## config.mk

```make
export PLATFORM = sky130hd
export DESIGN_NAME = liucc_top
export DESIGN_NICKNAME = d
export VERILOG_FILES = /design/src/hdl/liucc_edge.v /design/src/hdl/liucc_sync.v /design/src/hdl/liucc_top.v
export VERILOG_INCLUDE_DIRS = /design/src /design/src/hdl
export SDC_FILE = /design/constraint.sdc
export NUM_CORES = 1
export LEC_CHECK = 0
export ABC_AREA = 1
export BUFFER_PORTS_ARGS = -buffer_cell sky130_fd_sc_hd__buf_2
export CAP_MARGIN = 15
export CORE_MARGIN = 2
export CORE_UTILIZATION = 50
export CTS_CLUSTER_SIZE = 25
export DETAILED_ROUTE_END_ITERATION = 8
export PLACE_DENSITY = 0.76
export SLEW_MARGIN = 20
export SYNTH_ARGS = -nofsm -noshare
export SYNTH_HDL_FRONTEND = slang
export SYNTH_SLANG_ARGS = --single-unit
```

## constraint.sdc

```tcl
create_clock -name aclk -period 1.2 [get_ports aclk]
set_input_delay 0.18 -clock aclk [delete_from_list [all_inputs] [get_ports aclk]]
set_output_delay 0.18 -clock aclk [all_outputs]
set_load 0.005 [all_outputs]
```

## src/hdl/liucc_defines.vh

```
`ifndef LIUCC_DEFINES_VH
`define LIUCC_DEFINES_VH

// register word indexes, byte address is index * 4
`define LIUCC_IDX_CCR3         2'h0
`define LIUCC_IDX_CFG          2'h1
`define LIUCC_IDX_STATUS       2'h2
`define LIUCC_ADDR_LSB         2

// liu_channel_control_three fields
`define LIUCC_CCR3_CODING      5
`define LIUCC_CCR3_RSVD_HI     4
`define LIUCC_CCR3_RSVD_LO     3
`define LIUCC_CCR3_BPV         2
`define LIUCC_CCR3_BER         1
`define LIUCC_CCR3_MUTE        0
`define LIUCC_CCR3_RESET       8'h00
`define LIUCC_CCR3_WMASK       8'h3F

// configuration register fields
`define LIUCC_CFG_SINGLE       0
`define LIUCC_CFG_PAT_LO       1
`define LIUCC_CFG_PAT_HI       3
`define LIUCC_CFG_RESET        8'h01
`define LIUCC_CFG_WMASK        8'h0F

// status register fields
`define LIUCC_ST_LOS           0
`define LIUCC_ST_BPV_PEND      1
`define LIUCC_ST_BER_PEND      2
`define LIUCC_ST_BPV_CNT_LO    8
`define LIUCC_ST_BER_CNT_LO    16

// transmit test pattern codes
`define LIUCC_PAT_DATA         3'h0
`define LIUCC_PAT_QRSS         3'h4

// coding select values
`define LIUCC_CODE_B8ZS        1'h0
`define LIUCC_CODE_AMI         1'h1

// substitution word 000VB0VB, oldest bit at index 7
`define LIUCC_SUB_MARKS        8'h1B
`define LIUCC_SUB_VIOLS        8'h12

// qrss generator: 20 stage lfsr, taps 20 and 17, zero limit 14
`define LIUCC_QRSS_LEN         20
`define LIUCC_QRSS_TAP         16
`define LIUCC_QRSS_SEED        20'hFFFFF
`define LIUCC_QRSS_ZMAX        4'hE

`define LIUCC_RESP_OKAY        2'h0
`define LIUCC_RESP_DECERR      2'h3

`endif

```

## src/hdl/liucc_edge.v

```verilog
`timescale 1ns/1ps
`default_nettype none
module liucc_edge (
  input  wire aclk,
  input  wire aresetn,
  input  wire level,
  output wire rise
);
  reg prev;

  always @(posedge aclk) begin
    if (!aresetn) begin
      prev <= 1'b0;
    end else begin
      prev <= level;
    end
  end

  assign rise = level & ~prev;
endmodule
`default_nettype wire

```

## src/hdl/liucc_sync.v

```verilog
`timescale 1ns/1ps
`default_nettype none
module liucc_sync #(
  parameter WIDTH = 1
) (
  input  wire             aclk,
  input  wire             aresetn,
  input  wire [WIDTH-1:0] d,
  output reg  [WIDTH-1:0] q
);
  reg [WIDTH-1:0] meta;

  // meta feeds q only
  always @(posedge aclk) begin
    if (!aresetn) begin
      meta <= {WIDTH{1'b0}};
      q    <= {WIDTH{1'b0}};
    end else begin
      meta <= d;
      q    <= meta;
    end
  end
endmodule
`default_nettype wire

```

## src/hdl/liucc_top.v

```verilog
`timescale 1ns/1ps
`default_nettype none
`include "liucc_defines.vh"
module liucc_top #(
  parameter AW = 4
) (
  input  wire          aclk,
  input  wire          aresetn,
  input  wire [AW-1:0] s_axi_awaddr,
  input  wire [2:0]    s_axi_awprot,
  input  wire          s_axi_awvalid,
  output wire          s_axi_awready,
  input  wire [31:0]   s_axi_wdata,
  input  wire [3:0]    s_axi_wstrb,
  input  wire          s_axi_wvalid,
  output wire          s_axi_wready,
  output reg  [1:0]    s_axi_bresp,
  output reg           s_axi_bvalid,
  input  wire          s_axi_bready,
  input  wire [AW-1:0] s_axi_araddr,
  input  wire [2:0]    s_axi_arprot,
  input  wire          s_axi_arvalid,
  output wire          s_axi_arready,
  output reg  [31:0]   s_axi_rdata,
  output reg  [1:0]    s_axi_rresp,
  output reg           s_axi_rvalid,
  input  wire          s_axi_rready,
  input  wire          tx_channel_clock,
  input  wire          tx_data_in,
  input  wire          tx_neg_in,
  output reg           tx_pos_out,
  output reg           tx_neg_out,
  input  wire          rx_recovered_clock,
  input  wire          rx_master_clock,
  input  wire          rx_loss_of_signal,
  input  wire          rx_pos_in,
  input  wire          rx_neg_in,
  output reg           rx_data_out,
  output reg           rx_neg_out,
  output reg           rx_serial_clock_out
);

  // ---------------- pin synchronisers ----------------
  wire [7:0] pins_s;
  wire       txclk_s  = pins_s[0];
  wire       txd_s    = pins_s[1];
  wire       txn_s    = pins_s[2];
  wire       rclk_s   = pins_s[3];
  wire       mclk_s   = pins_s[4];
  wire       los_s    = pins_s[5];
  wire       rxp_s    = pins_s[6];
  wire       rxn_s    = pins_s[7];
  wire       tx_tick;
  wire       rx_tick;

  liucc_sync #(.WIDTH(8)) u_sync (
    .aclk    (aclk),
    .aresetn (aresetn),
    .d       ({rx_neg_in, rx_pos_in, rx_loss_of_signal, rx_master_clock,
                rx_recovered_clock, tx_neg_in, tx_data_in, tx_channel_clock}),
    .q       (pins_s)
  );

  liucc_edge u_tx_edge (
    .aclk    (aclk),
    .aresetn (aresetn),
    .level   (txclk_s),
    .rise    (tx_tick)
  );

  liucc_edge u_rx_edge (
    .aclk    (aclk),
    .aresetn (aresetn),
    .level   (rclk_s),
    .rise    (rx_tick)
  );

  // ---------------- register file over AXI4-Lite ----------------
  reg  [7:0]    liu_channel_control_three;
  reg  [7:0]    cfg;
  reg           aw_held;
  reg           w_held;
  reg  [AW-1:0] aw_addr;
  reg  [31:0]   w_data;
  reg  [3:0]    w_strb;
  reg           bpv_pend;
  reg           ber_pend;
  reg  [7:0]    bpv_cnt;
  reg  [7:0]    ber_cnt;

  wire          line_coding_select      = liu_channel_control_three[`LIUCC_CCR3_CODING];
  wire          insert_bipolar_violation = liu_channel_control_three[`LIUCC_CCR3_BPV];
  wire          insert_single_bit_error = liu_channel_control_three[`LIUCC_CCR3_BER];
  wire          rx_clock_mute_on_los    = liu_channel_control_three[`LIUCC_CCR3_MUTE];
  wire          single_rail             = cfg[`LIUCC_CFG_SINGLE];
  wire [2:0]    tx_test_pattern_select  = cfg[`LIUCC_CFG_PAT_HI:`LIUCC_CFG_PAT_LO];
  wire          b8zs_on  = single_rail & (line_coding_select == `LIUCC_CODE_B8ZS);
  wire          qrss_on  = single_rail & (tx_test_pattern_select == `LIUCC_PAT_QRSS);

  function [1:0] reg_index;
    input [AW-1:0] addr;
    begin
      reg_index = addr[`LIUCC_ADDR_LSB+1:`LIUCC_ADDR_LSB];
    end
  endfunction

  function mapped;
    input [AW-1:0] addr;
    begin
      mapped = ((addr >> (`LIUCC_ADDR_LSB + 2)) == {AW{1'b0}}) &&
               (reg_index(addr) <= `LIUCC_IDX_STATUS);
    end
  endfunction

  wire do_write = aw_held & w_held & ~s_axi_bvalid;

  assign s_axi_awready = ~aw_held & ~s_axi_bvalid;
  assign s_axi_wready  = ~w_held & ~s_axi_bvalid;
  assign s_axi_arready = ~s_axi_rvalid;

  always @(posedge aclk) begin
    if (!aresetn) begin
      aw_held                   <= 1'b0;
      w_held                    <= 1'b0;
      aw_addr                   <= {AW{1'b0}};
      w_data                    <= 32'h00000000;
      w_strb                    <= 4'h0;
      s_axi_bvalid              <= 1'b0;
      s_axi_bresp               <= `LIUCC_RESP_OKAY;
      liu_channel_control_three <= `LIUCC_CCR3_RESET;
      cfg                       <= `LIUCC_CFG_RESET;
    end else begin
      if (s_axi_awvalid && s_axi_awready) begin
        aw_held <= 1'b1;
        aw_addr <= s_axi_awaddr;
      end
      if (s_axi_wvalid && s_axi_wready) begin
        w_held <= 1'b1;
        w_data <= s_axi_wdata;
        w_strb <= s_axi_wstrb;
      end
      if (do_write) begin
        aw_held      <= 1'b0;
        w_held       <= 1'b0;
        s_axi_bvalid <= 1'b1;
        s_axi_bresp  <= mapped(aw_addr) ? `LIUCC_RESP_OKAY : `LIUCC_RESP_DECERR;
        if (mapped(aw_addr) && w_strb[0]) begin
          case (reg_index(aw_addr))
            `LIUCC_IDX_CCR3: begin
              liu_channel_control_three <= w_data[7:0] & `LIUCC_CCR3_WMASK;
            end
            `LIUCC_IDX_CFG: begin
              cfg <= w_data[7:0] & `LIUCC_CFG_WMASK;
            end
            default: begin
            end
          endcase
        end
      end else if (s_axi_bvalid && s_axi_bready) begin
        s_axi_bvalid <= 1'b0;
      end
    end
  end

  always @(posedge aclk) begin
    if (!aresetn) begin
      s_axi_rvalid <= 1'b0;
      s_axi_rdata  <= 32'h00000000;
      s_axi_rresp  <= `LIUCC_RESP_OKAY;
    end else if (s_axi_arvalid && s_axi_arready) begin
      s_axi_rvalid <= 1'b1;
      s_axi_rresp  <= mapped(s_axi_araddr) ? `LIUCC_RESP_OKAY : `LIUCC_RESP_DECERR;
      s_axi_rdata  <= 32'h00000000;
      if (mapped(s_axi_araddr)) begin
        case (reg_index(s_axi_araddr))
          `LIUCC_IDX_CCR3: begin
            s_axi_rdata <= {24'h000000, liu_channel_control_three};
          end
          `LIUCC_IDX_CFG: begin
            s_axi_rdata <= {24'h000000, cfg};
          end
          `LIUCC_IDX_STATUS: begin
            s_axi_rdata <= {8'h00, ber_cnt, bpv_cnt, 5'h00, ber_pend, bpv_pend, los_s};
          end
          default: begin
            s_axi_rdata <= 32'h00000000;
          end
        endcase
      end
    end else if (s_axi_rvalid && s_axi_rready) begin
      s_axi_rvalid <= 1'b0;
    end
  end

  // ---------------- insert request capture at transmit clock edges ----------------
  // two stages clocked by tx edges, third stage only for edge detection
  reg  [2:0] bpv_smp;
  reg  [2:0] ber_smp;
  wire       bpv_rise = bpv_smp[1] & ~bpv_smp[2];
  wire       ber_rise = ber_smp[1] & ~ber_smp[2];

  always @(posedge aclk) begin
    if (!aresetn) begin
      bpv_smp <= 3'h0;
      ber_smp <= 3'h0;
    end else if (tx_tick) begin
      bpv_smp <= {bpv_smp[1:0], insert_bipolar_violation};
      ber_smp <= {ber_smp[1:0], insert_single_bit_error};
    end
  end

  // ---------------- qrss generator ----------------
  reg  [`LIUCC_QRSS_LEN-1:0] lfsr;
  reg  [3:0]                 zrun;
  wire                       lfsr_fb  = lfsr[`LIUCC_QRSS_LEN-1] ^ lfsr[`LIUCC_QRSS_TAP];
  // zero suppression keeps at most 14 consecutive zeros on the line
  wire                       qrss_bit = (zrun == `LIUCC_QRSS_ZMAX) ? 1'b1 : lfsr_fb;

  always @(posedge aclk) begin
    if (!aresetn) begin
      lfsr <= `LIUCC_QRSS_SEED;
      zrun <= 4'h0;
    end else if (tx_tick && qrss_on) begin
      lfsr <= {lfsr[`LIUCC_QRSS_LEN-2:0], lfsr_fb};
      zrun <= qrss_bit ? 4'h0 : zrun + 4'h1;
    end
  end

  // ---------------- transmit encoder ----------------
  // fixed 8-bit delay in both codings so switching AMI/B8ZS keeps latency
  reg  [7:0] tx_d;
  reg  [7:0] tx_v;
  reg        tx_last_pos;
  wire       src_bit  = qrss_on ? (qrss_bit ^ ber_pend) : txd_s;
  wire [7:0] next_d   = {tx_d[6:0], src_bit};
  wire       out_mark = tx_d[7];
  wire       out_viol = tx_v[7] | bpv_pend;
  wire       next_pos = out_viol ? tx_last_pos : ~tx_last_pos;

  always @(posedge aclk) begin
    if (!aresetn) begin
      tx_d        <= 8'h00;
      tx_v        <= 8'h00;
      tx_last_pos <= 1'b0;
      tx_pos_out  <= 1'b0;
      tx_neg_out  <= 1'b0;
      bpv_pend    <= 1'b0;
      ber_pend    <= 1'b0;
      bpv_cnt     <= 8'h00;
      ber_cnt     <= 8'h00;
    end else if (tx_tick) begin
      if (!single_rail) begin
        tx_pos_out <= txd_s;
        tx_neg_out <= txn_s;
        bpv_pend   <= 1'b0;
        ber_pend   <= 1'b0;
      end else begin
        if (b8zs_on && next_d == 8'h00) begin
          tx_d <= `LIUCC_SUB_MARKS;
          tx_v <= `LIUCC_SUB_VIOLS;
        end else begin
          tx_d <= next_d;
          tx_v <= {tx_v[6:0], 1'b0};
        end
        tx_pos_out <= out_mark & next_pos;
        tx_neg_out <= out_mark & ~next_pos;
        if (out_mark) begin
          tx_last_pos <= next_pos;
        end
        // one violation per rise, spent on the next mark that is not already a V
        if (bpv_rise) begin
          bpv_pend <= 1'b1;
        end else if (out_mark && !tx_v[7] && bpv_pend) begin
          bpv_pend <= 1'b0;
          bpv_cnt  <= bpv_cnt + 8'h01;
        end
        // error applied to the bit leaving the generator on the tick after the rise
        if (ber_rise && qrss_on) begin
          ber_pend <= 1'b1;
        end else if (ber_pend) begin
          ber_pend <= 1'b0;
          ber_cnt  <= ber_cnt + 8'h01;
        end
      end
    end
  end

  // ---------------- receive decoder ----------------
  reg  [7:0] rx_d;
  reg  [7:0] rx_v;
  reg        rx_last_pos;
  wire       rx_mark  = rxp_s | rxn_s;
  wire       rx_viol  = rx_mark & (rxp_s == rx_last_pos);
  wire [7:0] rx_nd    = {rx_d[6:0], rx_mark};
  wire [7:0] rx_nv    = {rx_v[6:0], rx_viol};
  wire       rx_sub   = b8zs_on && (rx_nd == `LIUCC_SUB_MARKS) && (rx_nv == `LIUCC_SUB_VIOLS);

  always @(posedge aclk) begin
    if (!aresetn) begin
      rx_d        <= 8'h00;
      rx_v        <= 8'h00;
      rx_last_pos <= 1'b0;
      rx_data_out <= 1'b0;
      rx_neg_out  <= 1'b0;
    end else if (rx_tick) begin
      if (!single_rail) begin
        rx_data_out <= rxp_s;
        rx_neg_out  <= rxn_s;
      end else begin
        rx_data_out <= rx_d[7];
        rx_neg_out  <= 1'b0;
        if (rx_mark) begin
          rx_last_pos <= rxp_s;
        end
        rx_d <= rx_sub ? 8'h00 : rx_nd;
        rx_v <= rx_sub ? 8'h00 : rx_nv;
      end
    end
  end

  // ---------------- receive serial clock selection ----------------
  // clocks are re-sampled by aclk, so the output carries up to 20 ns of jitter
  always @(posedge aclk) begin
    if (!aresetn) begin
      rx_serial_clock_out <= 1'b0;
    end else if (!los_s) begin
      rx_serial_clock_out <= rclk_s;
    end else if (rx_clock_mute_on_los) begin
      rx_serial_clock_out <= 1'b0;
    end else begin
      rx_serial_clock_out <= mclk_s;
    end
  end

endmodule
`default_nettype wire

```

* Word-level counts from Yosys, hierarchy flattened
Cells that the tools add are included.
** Word-level totals
- Input port bits :: 65
- Word-level logic and storage cells :: 136
- Bits in registers :: 165
** Operators by class
- Bitwise gates (word level) :: 31
- $lt $le $gt $ge :: 2
- Eq/ne operators :: 9
- Muxes and demuxes :: 27
- Reduce and logical (&&, ||, !) cells :: 29
- $add $sub $neg :: 3
** Operator list (number)
- $pmux 24 s3 :: 1
- $mux 24 :: 1
- $mux 8 :: 3
- $mux 1 :: 18
- $add 8x1->8 const B :: 2
- $eq 8x5->1 const B :: 2
- $not 1->1 :: 14
- $and 1x1->1 :: 13
- $logic_and 1x1->1 :: 13
- $reduce_and 3->1 :: 4
- $logic_not 8->1 :: 1
- $reduce_and 4->1 :: 2
- $mux 7 :: 1
- $reduce_and 2->1 :: 3
- $add 4x1->4 const B :: 1
- $eq 2x1->1 const B :: 2
- $eq 4x4->1 const B :: 1
- $le 2x2->1 const B :: 2
- $logic_not 2->1 :: 2
- $mux 2 :: 2
- $mux 4 :: 1
- $reduce_bool 2->1 :: 2
- $eq 3x3->1 const B :: 1
- $ne 3x1->1 const B :: 1
- 6 further kinds :: 8

* Depth between registers and ports, before layout
Gate-level depths: netlist (run 1).
- Depth in word-level cells :: 7
- Depth in mapped cells :: 9
- Mapped depth without buffers :: 9

* Hierarchy
From an unflattened synthesis (run 1), not the netlist that was laid out.
** Unflattened totals
- Cells, all modules :: 759
- Area total of the unflattened synthesis :: 5885.6 um^2
** By module, submodules not included
- liucc_top :: cells each 699, times used 1, sequential area each 2642.5 um^2, area each 5326.4 um^2
- liucc_sync :: cells each 50, times used 1, sequential area each 320.3 um^2, area each 484.2 um^2
- liucc_edge :: cells each 5, times used 2, sequential area each 20.0 um^2, area each 37.5 um^2

* Worst setup path after synthesis (run 1)
No wires, ideal clock.
- Kind :: reg2reg
- Start :: reg zrun[0]
- End :: reg tx_v[3]
- Path slack :: -0.072 ns
- Clock period less this slack :: 1.272 ns
- Required time :: 1.130 ns
- Data arrival time :: 1.202 ns
- Stages on the path, launching flop included :: 10
- Library setup time :: 0.070 ns
- Cell sequence :: dfxtp_1 -> inv_1 -> ha_1 -> nand3_1 -> nand3_1 -> nand2_1 -> nand3_1 -> nand3_4 -> nand2_1 -> a21oi_1
** On the way
- Longest elaborated chain between the ends :: 7
** RTL lines
- start, declared :: RTL line liucc_top.v:214 : reg [3:0] zrun;
- start signal, assigned :: RTL line liucc_top.v:225 : zrun <= qrss_bit ? 4'h0 : zrun + 4'h1;
- $eq 4x4->1 (no source line)
- $mux 1 :: RTL line liucc_top.v:217 : wire qrss_bit = (zrun == `LIUCC_QRSS_ZMAX) ? 1'b1 : lfsr_fb;
- $xor 1x1->1 :: RTL line liucc_top.v:234 : wire src_bit = qrss_on ? (qrss_bit ^ ber_pend) : txd_s;
- $mux 1 :: RTL line liucc_top.v:234
- $logic_not 8->1 :: RTL line liucc_top.v:258 : if (b8zs_on && next_d == 8'h00) begin
- $logic_and 1x1->1 :: RTL line liucc_top.v:258
- $mux 8 :: RTL line liucc_top.v:258
- end signal, assigned :: RTL line liucc_top.v:260 : tx_v <= `LIUCC_SUB_VIOLS;
- end signal, assigned :: RTL line liucc_top.v:263 : tx_v <= {tx_v[6:0], 1'b0};
- end, declared :: RTL line liucc_top.v:232 : reg [7:0] tx_v;
Every way passes these cells.
A chain may end at the register's enable or synchronous reset.

* Final worst setup path (run 1)
- Start :: reg cfg[0]
- End :: reg rx_d[0]
** On the way
- Longest elaborated chain between the ends :: 4
** RTL lines
- start, declared :: RTL line liucc_top.v:80 : reg [7:0] cfg;
- start signal, assigned :: RTL line liucc_top.v:131 : cfg <= `LIUCC_CFG_RESET;
- start signal, assigned :: RTL line liucc_top.v:153 : cfg <= w_data[7:0] & `LIUCC_CFG_WMASK;
- $and 1x1->1 :: RTL line liucc_top.v:97 : wire b8zs_on = single_rail & (line_coding_select == `LIUCC_CODE_B8ZS);
- $logic_and 1x1->1 (2 in series) :: RTL line liucc_top.v:296 : wire rx_sub = b8zs_on && (rx_nd == `LIUCC_SUB_MARKS) && (rx_nv == `LIUCC_SUB_VIOLS);
- $mux 8 :: RTL line liucc_top.v:315 : rx_d <= rx_sub ? 8'h00 : rx_nd;
- end signal, assigned :: RTL line liucc_top.v:315
- end, declared :: RTL line liucc_top.v:289 : reg [7:0] rx_d;
Parallel ways exist; a longest one is shown, timed or not.

==> impl_metrics.py, run 1 <==
metrics = {
    "global_route": {
        "grt_first_pass_wirelength_mm": 21.7,
        "met2_usage_pct": 34.0,
        "top_usage_layer": "met2",
        "track_usage_pct": 21.2,
        "use_met3_pct": 5.13,
        "grt_pass1_vias": 4815,
        "antenna_found_initial": 0,
        "grt_overflow": 0,
        "grtUsageMet1_pct": 26.8,
        "grt_max_degree": 89,
    },
    "worst_setup_path": {
        "crit_required_ns": 1.51,
        "cp_max_fo": 6,
        "r2r_start": "cfg[0]",
        "reg2reg_slack_ns": -0.14,
        "ff2ff_path_depth": 7,
        "critPathKind": "flop to flop",
        "crit_start": "cfg[0]",
        "worstPathArrival_ns": 1.66,
        "r2r-end": "rx_d[0]",
        "worstSetupStartpointType": "flop",
        "endpoint_kind": "flop",
    },
    "pwr": {
        "p_leak_uw": 0.00349,
        "ir_worst_vdd_uv": 1100,
        "p_per_area_nw_per_um2": 1340,
    },
    "timing": {
        "clock_skew_ns": 0.00651,
        "rsz0062_at_grt": "true",
        "finalHoldViolCount": 0,
        "period_share_pct": 112,
        "min_period_ns": 1.34,
        "drv_slew": 0,
        "setup_violations": 51,
        "hold_ws_ns": 0.00734,
        "fmax_mhz": 744,
        "finalWorstSetupSlack_ns": -0.145,
        "tns_ns": -3.73,
    },
    "floorplanning": {
        "io_pins": 111,
        "row_count": 39,
        "core_area_um2": 11400,
        "die_h_um": 112,
        "initial_utilization_pct": 51.4,
        "die_x_um": 112,
        "die-area_um2": 12600,
    },
    "cells_and_area": {
        "fin_nets": 947,
        "most-common-layout-cells": "dfxtp_1 (132), nand2_1 (120), nor2_1 (77)",
        "synthToLayoutAreaGrowth_pct": 39.2,
        "layout-drive-gt1-share_pct": 35.8,
        "layout_commonest_cell": "dfxtp_1",
        "final_cells": 1031,
        "fin_util_pct": 71.6,
        "diodes": 0,
        "fin_area_um2": 8170,
    },
    "placement": {
        "place.gp.congestion": 0.851,
        "postPlaceCellArea_um2": 6650,
        "port_buffers": 61,
        "placed_cells": 978,
        "dpl.hpwl_mm": 8.25,
    },
    "status": {
        "failed_checks": "negative setup slack",
        "status": "complete, but fails checks",
    },
    "worst_hold_path": {
        "min_to": "aw_addr[3]",
        "hold_class": "input port to flop",
        "min_from": "s_axi_awaddr[3]",
        "holdPathStages": 3,
    },
    "synthesis": {
        "synth_compound_area_share_pct": 14.0,
        "synth_top_family_by_area": "simple AND/OR/NAND/NOR gates",
        "yosysSeqAreaShare_pct": 51.1,
        "synthSimpleGateAreaFrac_pct": 23.7,
        "synth_xor_area_share_pct": 1.64,
        "synthAdderAreaFrac_pct": 0.852,
        "avgSynthCellArea_um2": 7.80,
        "muxShareOfSynthArea_pct": 0,
        "netlist_area_um2": 5870,
        "synth-seq-cells": 150,
        "ys.warnings.count": 0,
        "ys_types": 35,
        "syn_inst": 753,
    },
    "clocking": {
        "insertion_delay_ns": 0.42,
        "cts_tree": "yes",
        "clkSlewWorstSetupHoldPaths_ns": 0.06,
        "ctsLongestPathBuffers": 2,
        "clockRootBuffer": "clkbuf_16",
        "htreeDepth": 4,
        "clock_sinks": 150,
        "cts-buffers-inserted": 17,
    },
    "route": {
        "post_drt_via_cell_ratio": 5.18,
        "wl_per_cell_um": 14.0,
        "ant_nets": 0,
        "drc": 0,
        "drt_iter0_markers": 334,
        "totalWireLength_mm": 14.4,
        "vias": 5340,
        "dr.pass1.iters": 5,
    },
    "job": {
        "max-cap-violations": 0,
    },
}
==> kinds of logic (layout without fill, tap and decap cells) <==
kind of cell,after synthesis,count (layout)
AND/OR/NAND/NOR,321,323
AO/OA/AOI/OAI,152,152
flip-flops,150,150
buffers and inverters,114,238
XOR/XNOR,11,11
adder cells (fa/ha/maj),4,4
other,1,10
==> critical path: stages (launching register included) <==
cell     delay, ns
dfxtp_4       0.40
inv_8         0.06
nor2_4        0.13
nand2_2       0.08
nor3_2        0.17
nand3_2       0.20
nand2_1       0.12
a21oi_1       0.06
==> routing by layer <==
metal  share of wire [%]  wire, um  up-vias
li1                    -         -     2680
met1                  43      6250     2504
met2                  50      7240      128
met3                 3.9       556       28
met4                 2.5       362        0
met5                   0         0        -
==> timing repair <==
action	4_1_cts	5_1_grt
pin swaps	19	38
resized for setup	50	171
setup endpoints to repair	90	97
buffers inserted	3	7
hold buffers	8	0
hold endpoints to repair	8	0
cloned	6	2
==> worst max path at each step <==
stage	end	slack (ns)
after floorplan	tx_v[3]	-0.02
after global placement	tx_v[3]	-0.1
after detailed placement	s_axi_rdata[9]	-0.14
after CTS	ber_cnt[5]	-0.08
after global routing	rx_v[1]	-0.22
final	rx_d[0]	-0.14
==> registers in the layout, summed over array words and instances, names as in the netlist, 2 cells and up <==
| signal | count |
|---|---|
| aw_addr | 2 |
| ber_cnt | 8 |
| ber_smp | 3 |
| bpv_cnt | 8 |
| bpv_smp | 3 |
| cfg | 4 |
| lfsr | 20 |
| liu_channel_control_three | 6 |
| rx_d | 8 |
| rx_v | 7 |
| s_axi_rdata | 22 |
| tx_d | 8 |
| tx_v | 7 |
| u_sync.meta | 8 |
| u_sync.q | 8 |
| w_data | 6 |
| zrun | 4 |
==> cell usage after synthesis (all sizes together) <==
library cell | number | area, um^2
or2 | 2 | 12.5
nand4 | 9 | 56.3
clkbuf | 12 | 45.0
ha | 4 | 50.1
nor3 | 10 | 66.3
nand2 | 162 | 611
dfxtp | 150 | 3000
inv | 70 | 263
a22oi | 16 | 120
nor2 | 95 | 394
conb | 1 | 3.75
xor2 | 5 | 43.8
o21a | 2 | 15.0
a21oi | 73 | 365
buf | 31 | 194
a211oi | 2 | 15.0
o211ai | 2 | 20.0
xnor2 | 6 | 52.6
a31oi | 1 | 6.26
o21ai | 56 | 280
clkinv | 1 | 3.75
and3 | 1 | 6.26
nand3 | 42 | 245
==> power breakdown <==
group	total [uW]	leakage, uW	internal (uW)	switching [uW]
Sequential	5210	0.00123	5110	92.1
Clock	4900	0.000260	3000	1890
Combinational	836	0.00200	349	487
Total	10900	0.00349	8470	2470
==> stage by stage <==
stage	worst slack, ns	total power [uW]
2_1_floorplan	-0.0164	5710
3_3_place_gp	-0.0999	5930
3_5_place_dp	-0.143	5940
4_1_cts	-0.0775	10900
5_1_grt	-0.225	11300
6_report	-0.145	10900
==> cell type report <==
cell class | instances | area, um^2
fillers | 799 | 3250
repair buffers | 137 | 1140
inverters | 71 | 303
repair inverters | 1 | 11.3
flip-flops and latches | 150 | 3030
clock inverters | 6 | 80.1
clock buffers | 23 | 448
multi-input cells | 500 | 2990
well taps | 143 | 179
Note: power is estimated with default switching activity, not from simulation.
==> inputs of run 2 (changes only) <==
CELL_PAD_IN_SITES_DETAIL_PLACEMENT = 1   (was unset)
CELL_PAD_IN_SITES_GLOBAL_PLACEMENT = 1   (was unset)
CORE_UTILIZATION = 36   (was 50)
PLACE_DENSITY = unset   (was 0.76)
PLACE_DENSITY_LB_ADDON = 0.1   (was unset)
==> run 2 against run 1 <==
The flow still finishes with violations (negative setup slack); wire length up 11%; flip-flop and latch count unchanged; register-to-register slack better by 0.06 ns; fmax up 4.8%; sequential share of layout area down 0.63 points; critical path type unchanged; critical endpoint is now tx_v[5]; highest routed layer unchanged.
==> impl_metrics.py, run 2 (synthesis gave the netlist of run 1 again) <==
metrics = {
    "worst_setup_path": {
        "reg2reg_slack_ns": -0.08,
        "crit_required_ns": 1.56,
        "critPathTopFamily": "simple AND/OR/NAND/NOR gates",
        "worstPathArrival_ns": 1.64,
        "r2r-end": "tx_v[5]",
        "critPathMaxStageDelay_ns": 0.34,
        "cp_max_fo": 5,
        "worst-path-stages": 9,
        "worstSetupStartpointType": "flop",
        "crit_path_cell_trace": "inv_2 > ha_4 > nand3_4 > nand3_4 > nand2_4 > nand3_4 > nand3_4 > nand2_2 > a21oi_2",
        "crit_start": "zrun[0]",
        "critPathKind": "flop to flop",
        "r2r_start": "zrun[0]",
        "timing.critical_path.mode_cell": "nand3_4",
        "crit_slowest_cell": "dfxtp_2",
        "crit_buf_inv": 1,
        "ff2ff_path_depth": 9,
        "cp-endpoint": "tx_v[5]",
        "endpoint_kind": "flop",
    },
    "cells_and_area": {
        "fin_nets": 964,
        "final_cells": 1124,
        "reg_top3": "s_axi_rdata x22, lfsr x20",
        "layout-drive-gt1-share_pct": 37.1,
        "most-common-layout-cells": "nand2_1 (128), dfxtp_1 (124), nor2_1 (76)",
        "synthToLayoutAreaGrowth_pct": 42.5,
        "regMostFlops": "s_axi_rdata",
        "fin_area_um2": 8370,
        "diodes": 0,
        "layout_commonest_cell": "nand2_1",
        "largest_reg_flops": 22,
    },
    "route": {
        "vias": 5400,
        "wl_met1_mm": 6.78,
        "topRoutingLayerUsed": "met4",
        "drc": 0,
        "ant_nets": 0,
        "wl_per_cell_um": 14.2,
        "dr_wl_met3_um": 395,
        "totalWireLength_mm": 15.9,
        "route.met2.wl_mm": 8.46,
        "post_drt_via_cell_ratio": 4.80,
        "drt_iter0_markers": 200,
        "dr.pass1.iters": 4,
    },
    "clocking": {
        "clock_sinks": 150,
        "cts_tree": "yes",
        "htreeDepth": 4,
        "clockRootBuffer": "clkbuf_16",
        "ctsLongestPathBuffers": 2,
        "insertion_delay_ns": 0.43,
        "cts-buffers-inserted": 17,
        "clkSlewWorstSetupHoldPaths_ns": 0.06,
    },
    "global_route": {
        "antenna_found_initial": 0,
        "grt_pass1_vias": 5644,
        "grt_first_pass_wirelength_mm": 26.5,
        "grt_overflow": 0,
        "grt_max_degree": 43,
        "track_usage_pct": 18.6,
    },
    "pwr": {
        "p_leak_uw": 0.00362,
        "power.total_uw": 11500,
        "ir_worst_vdd_uv": 964,
        "p_per_area_nw_per_um2": 1380,
    },
    "job": {
        "max-cap-violations": 0,
    },
    "worst_hold_path": {
        "hold_class": "input port to flop",
        "holdPathStages": 3,
    },
    "timing": {
        "finalWorstSetupSlack_ns": -0.0835,
        "setup_violations": 24,
        "hold_ws_ns": 0.0139,
        "drv_slew": 0,
        "finalHoldViolCount": 0,
        "min_period_ns": 1.28,
        "fmax_mhz": 779,
        "rsz0062_at_grt": "true",
        "clock_skew_ns": 0.00931,
        "period_share_pct": 107,
    },
    "placement": {
        "placed_cells": 1058,
        "postPlaceCellArea_um2": 6780,
        "place.gp.congestion": 0.750,
        "dpl.hpwl_mm": 10.2,
        "port_buffers": 61,
    },
    "status": {
        "status": "complete, but fails checks",
        "failed_checks": "negative setup slack",
    },
    "floorplanning": {
        "die-area_um2": 17300,
        "initial_utilization_pct": 37.0,
        "core_area_um2": 15900,
        "io_pins": 111,
        "die_h_um": 132,
        "die_x_um": 132,
        "row_count": 46,
    },
}
==> run 2: cell count changes in the layout (fill, tap and decap cells not counted), moves of 5 or more <==
cell / previous run / this run
dfxtp_1: 132 / 124
nor2_4: 10 / 15
clkbuf_1: 6 / 1
nand3_2: 14 / 6
buf_4: 42 / 59
nand2_1: 120 / 128
nand2_4: 15 / 7
nand3_1: 23 / 29
==> run 2: report_power, final <==
group	internal [uW]	switching, uW	leakage (uW)
Sequential	5110	93.9	0.00123
Clock	3310	2110	0.000292
Combinational	383	513	0.00209
==> run 2: worst min path at each step <==
stage / start / endpoint / slack [ns]
global route: s_axi_wdata[1] / w_data[1] / 0.04
detailed placement: rx_loss_of_signal / u_sync.meta[5] / 0.37
CTS: s_axi_wdata[5] / w_data[5] / 0.007
global placement: rx_neg_in / u_sync.meta[7] / 0.36
finish: s_axi_awaddr[3] / aw_addr[3] / 0.01
floorplan: tx_channel_clock / u_sync.meta[0] / 0.28
==> run 2: layout make-up <==
type                       instances  area (um^2)
sequential                       150         3050
tap                              216          270
clock buffer                      19          443
clock inverter                    13          156
multi-input combinational        500         2930
fill                            1897         7520
inverter                          71          299
timing repair inverter             1         8.76
timing repair buffer             154         1210
==> run 2: repair_timing <==
action | 4_1_cts | 5_1_grt
endpoints found under the setup margin | 104 | 106
endpoints found under the hold margin | 10 | 0
pin swaps | 27 | 31
hold buffers | 10 | 0
gates resized for setup | 104 | 121
cloned | 5 | 0
setup buffers | 12 | 10
==> run 2: worst register-to-register path: cells and delay by family, from the launching register on <==
| family | cells | cell delay [ns] |
|---|---|---|
| flops | 1 | 0.34 |
| buf+inv | 1 | 0.05 |
| fa+ha+maj | 1 | 0.16 |
| compound gates | 1 | 0.12 |
| simple gates | 6 | 0.55 |
==> run 2: stage by stage <==
| stage | util, % | TNS (ns) | setup slack, ns |
|---|---|---|---|
| finish | 52.7 | -0.974 | -0.0835 |
| floorplan | - | -0.0164 | -0.0164 |
| detailed placement | 42.7 | -9.64 | -0.201 |
| CTS | 50.3 | -1.18 | -0.0968 |
| global route | 52.7 | -3.67 | -0.126 |
| global placement | 42.7 | -5.64 | -0.134 |
==> run 2: per-layer routing <==
metal | track usage, % | up-vias
li1 | - | 2709
met1 | 20.9 | 2608
met2 | 34.7 | 63
met3 | 3.86 | 20
met4 | 6.76 | 0
met5 | 0 | -
==> inputs of run 3 (changes only) <==
CORE_UTILIZATION = 40   (was 36)
clock period = 1.3 ns   (was 1.2 ns; I/O delays follow)
==> run 3 against run 2 <==
The flow still finishes with violations (negative setup slack); sequential share of layout area grew 2.3 points; largest power group is now registers; register-to-register slack gained 0.02 ns; cell area shrank 6.7%; clock skew shrank 0.00088 ns; wire length shrank 1.5%; total power shrank 11%; fmax shrank 6.0%; setup slack gained 0.019 ns; clock power shrank 13%; non-clock buffer count shrank 24; critical endpoint is now zrun[2].
==> impl_metrics.py, run 3 (synthesis gave the netlist of run 1 again) <==
metrics = {
    "worst_setup_path": {
        "timing.critical_path.mode_cell": "buf_4",
        "worst-path-stages": 6,
        "crit_path_cell_trace": "buf_4 > buf_4 > buf_4 > ha_4 > and3_4 > nor3_2",
        "endpoint_kind": "flop",
        "crit_required_ns": 1.63,
        "critPathKind": "flop to flop",
        "worstPathArrival_ns": 1.70,
        "cp_max_fo": 3,
        "critPathTopFamily": "simple AND/OR/NAND/NOR gates",
        "worstSetupStartpointType": "flop",
        "cp-endpoint": "zrun[2]",
        "crit_slowest_cell": "dfxtp_2",
        "critPathMaxStageDelay_ns": 0.32,
        "r2r-end": "zrun[2]",
        "crit_buf_inv": 3,
        "r2r_start": "zrun[0]",
        "reg2reg_slack_ns": -0.06,
        "ff2ff_path_depth": 6,
        "crit_start": "zrun[0]",
    },
    "timing": {
        "min_period_ns": 1.36,
        "period_share_pct": 105,
        "clock_skew_ns": 0.00843,
        "finalHoldViolCount": 0,
        "fmax_mhz": 733,
        "finalWorstSetupSlack_ns": -0.0649,
        "rsz0062_at_grt": "true",
        "setup_violations": 3,
        "tns_ns": -0.107,
        "drv_slew": 0,
        "hold_ws_ns": 0.0241,
    },
    "clocking": {
        "clockRootBuffer": "clkbuf_16",
        "clock_sinks": 150,
        "ctsLongestPathBuffers": 2,
        "insertion_delay_ns": 0.43,
        "cts-buffers-inserted": 17,
        "cts_tree": "yes",
        "clkSlewWorstSetupHoldPaths_ns": 0.06,
        "htreeDepth": 4,
    },
    "placement": {
        "placed_cells": 1009,
        "place.gp.congestion": 0.781,
        "port_buffers": 61,
        "postPlaceCellArea_um2": 6590,
        "dpl.hpwl_mm": 10.1,
    },
    "floorplanning": {
        "initial_utilization_pct": 40.7,
        "row_count": 44,
        "die-area_um2": 15700,
        "die_h_um": 125,
        "die_x_um": 125,
        "io_pins": 111,
        "core_area_um2": 14400,
    },
    "cells_and_area": {
        "layout_commonest_cell": "nand2_1",
        "synthToLayoutAreaGrowth_pct": 32.9,
        "regMostFlops": "s_axi_rdata",
        "reg_top3": "s_axi_rdata x22, lfsr x20",
        "most-common-layout-cells": "nand2_1 (140), dfxtp_1 (139), nor2_1 (81)",
        "final_cells": 1066,
        "largest_reg_flops": 22,
        "fin_nets": 938,
        "fin_area_um2": 7800,
        "diodes": 0,
        "layout-drive-gt1-share_pct": 29.3,
    },
    "status": {
        "failed_checks": "negative setup slack",
        "status": "complete, but fails checks",
    },
    "route": {
        "dr.pass1.iters": 4,
        "wl_per_cell_um": 14.7,
        "vias": 5289,
        "totalWireLength_mm": 15.7,
        "ant_nets": 0,
        "post_drt_via_cell_ratio": 4.96,
        "drc": 0,
        "drt_iter0_markers": 226,
    },
    "worst_hold_path": {
        "hold_class": "input port to flop",
    },
    "pwr": {
        "p_per_area_nw_per_um2": 1310,
        "ir_worst_vdd_uv": 841,
        "p_leak_uw": 0.00338,
    },
    "global_route": {
        "grt_max_degree": 56,
        "grt_overflow": 0,
        "track_usage_pct": 20.1,
        "grt_first_pass_wirelength_mm": 25.7,
        "antenna_found_initial": 0,
        "grt_pass1_vias": 5448,
    },
    "job": {
        "max-cap-violations": 0,
    },
}
## run 3: area by class of cell
cell class                      instances  area (um^2)
Tap cell                              184          230
Clock inverter                         11          100
Multi-Input combinational cell        499         2740
Inverter                               71          282
Fill cell                            1754         6620
Clock buffer                           21          470
Sequential cell                       150         3020
Timing Repair Buffer                  130          961
## run 3: report_power, final
| part | internal [uW] | switching (uW) | total, uW |
|---|---|---|---|
| clock network | 2780 | 1940 | 4720 |
| logic | 270 | 429 | 699 |
| registers | 4720 | 78.7 | 4800 |
| total | 7770 | 2450 | 10200 |
## run 3: worst reg2reg max path: cells and delay by family (launching register included)
| family | cells | cell delay, ns |
|---|---|---|
| flops | 1 | 0.32 |
| buf+inv | 3 | 0.40 |
| fa+ha+maj | 1 | 0.16 |
| simple gates | 2 | 0.40 |
## run 3: repair_timing
action	in CTS	in global routing
resized for setup	32	93
setup endpoints to repair	81	91
setup buffers	7	8
pin swaps	10	24
hold buffers	8	0
endpoints found under the hold margin	8	0
cloned	1	1
## run 3: how the worst min path moves through the flow
stage | start | endpoint | slack [ns] | cells past startpoint
6_report | s_axi_awaddr[2] | aw_addr[2] | 0.02 | 3
4_1_cts | s_axi_awaddr[2] | aw_addr[2] | 0.01 | 3
3_3_place_gp | rx_neg_in | u_sync.meta[7] | 0.37 | 3
3_5_place_dp | rx_master_clock | u_sync.meta[4] | 0.39 | 3
5_1_grt | s_axi_wdata[5] | w_data[5] | 0.04 | 3
2_1_floorplan | tx_channel_clock | u_sync.meta[0] | 0.29 | 2
## run 3: per-layer routing
layer	vias to the layer above	share of wire (%)	GRT usage [%]	routed length [um]
met5	-	0	0	0
met2	60	51	36.2	8040
met3	26	2.4	4.02	369
met1	2551	44	23.4	6960
met4	0	2.1	7.71	332
li1	2652	-	-	-
## run 3: through the flow
step | utilization [%] | total power (uW) | setup WS (ns)
2_1_floorplan | - | 5270 | 0.0280
3_3_place_gp | 45.7 | 5450 | -0.0729
3_5_place_dp | 45.7 | 5490 | -0.192
4_1_cts | 51.5 | 10200 | -0.00202
5_1_grt | 54.1 | 10600 | -0.125
6_report | 54.1 | 10200 | -0.0649
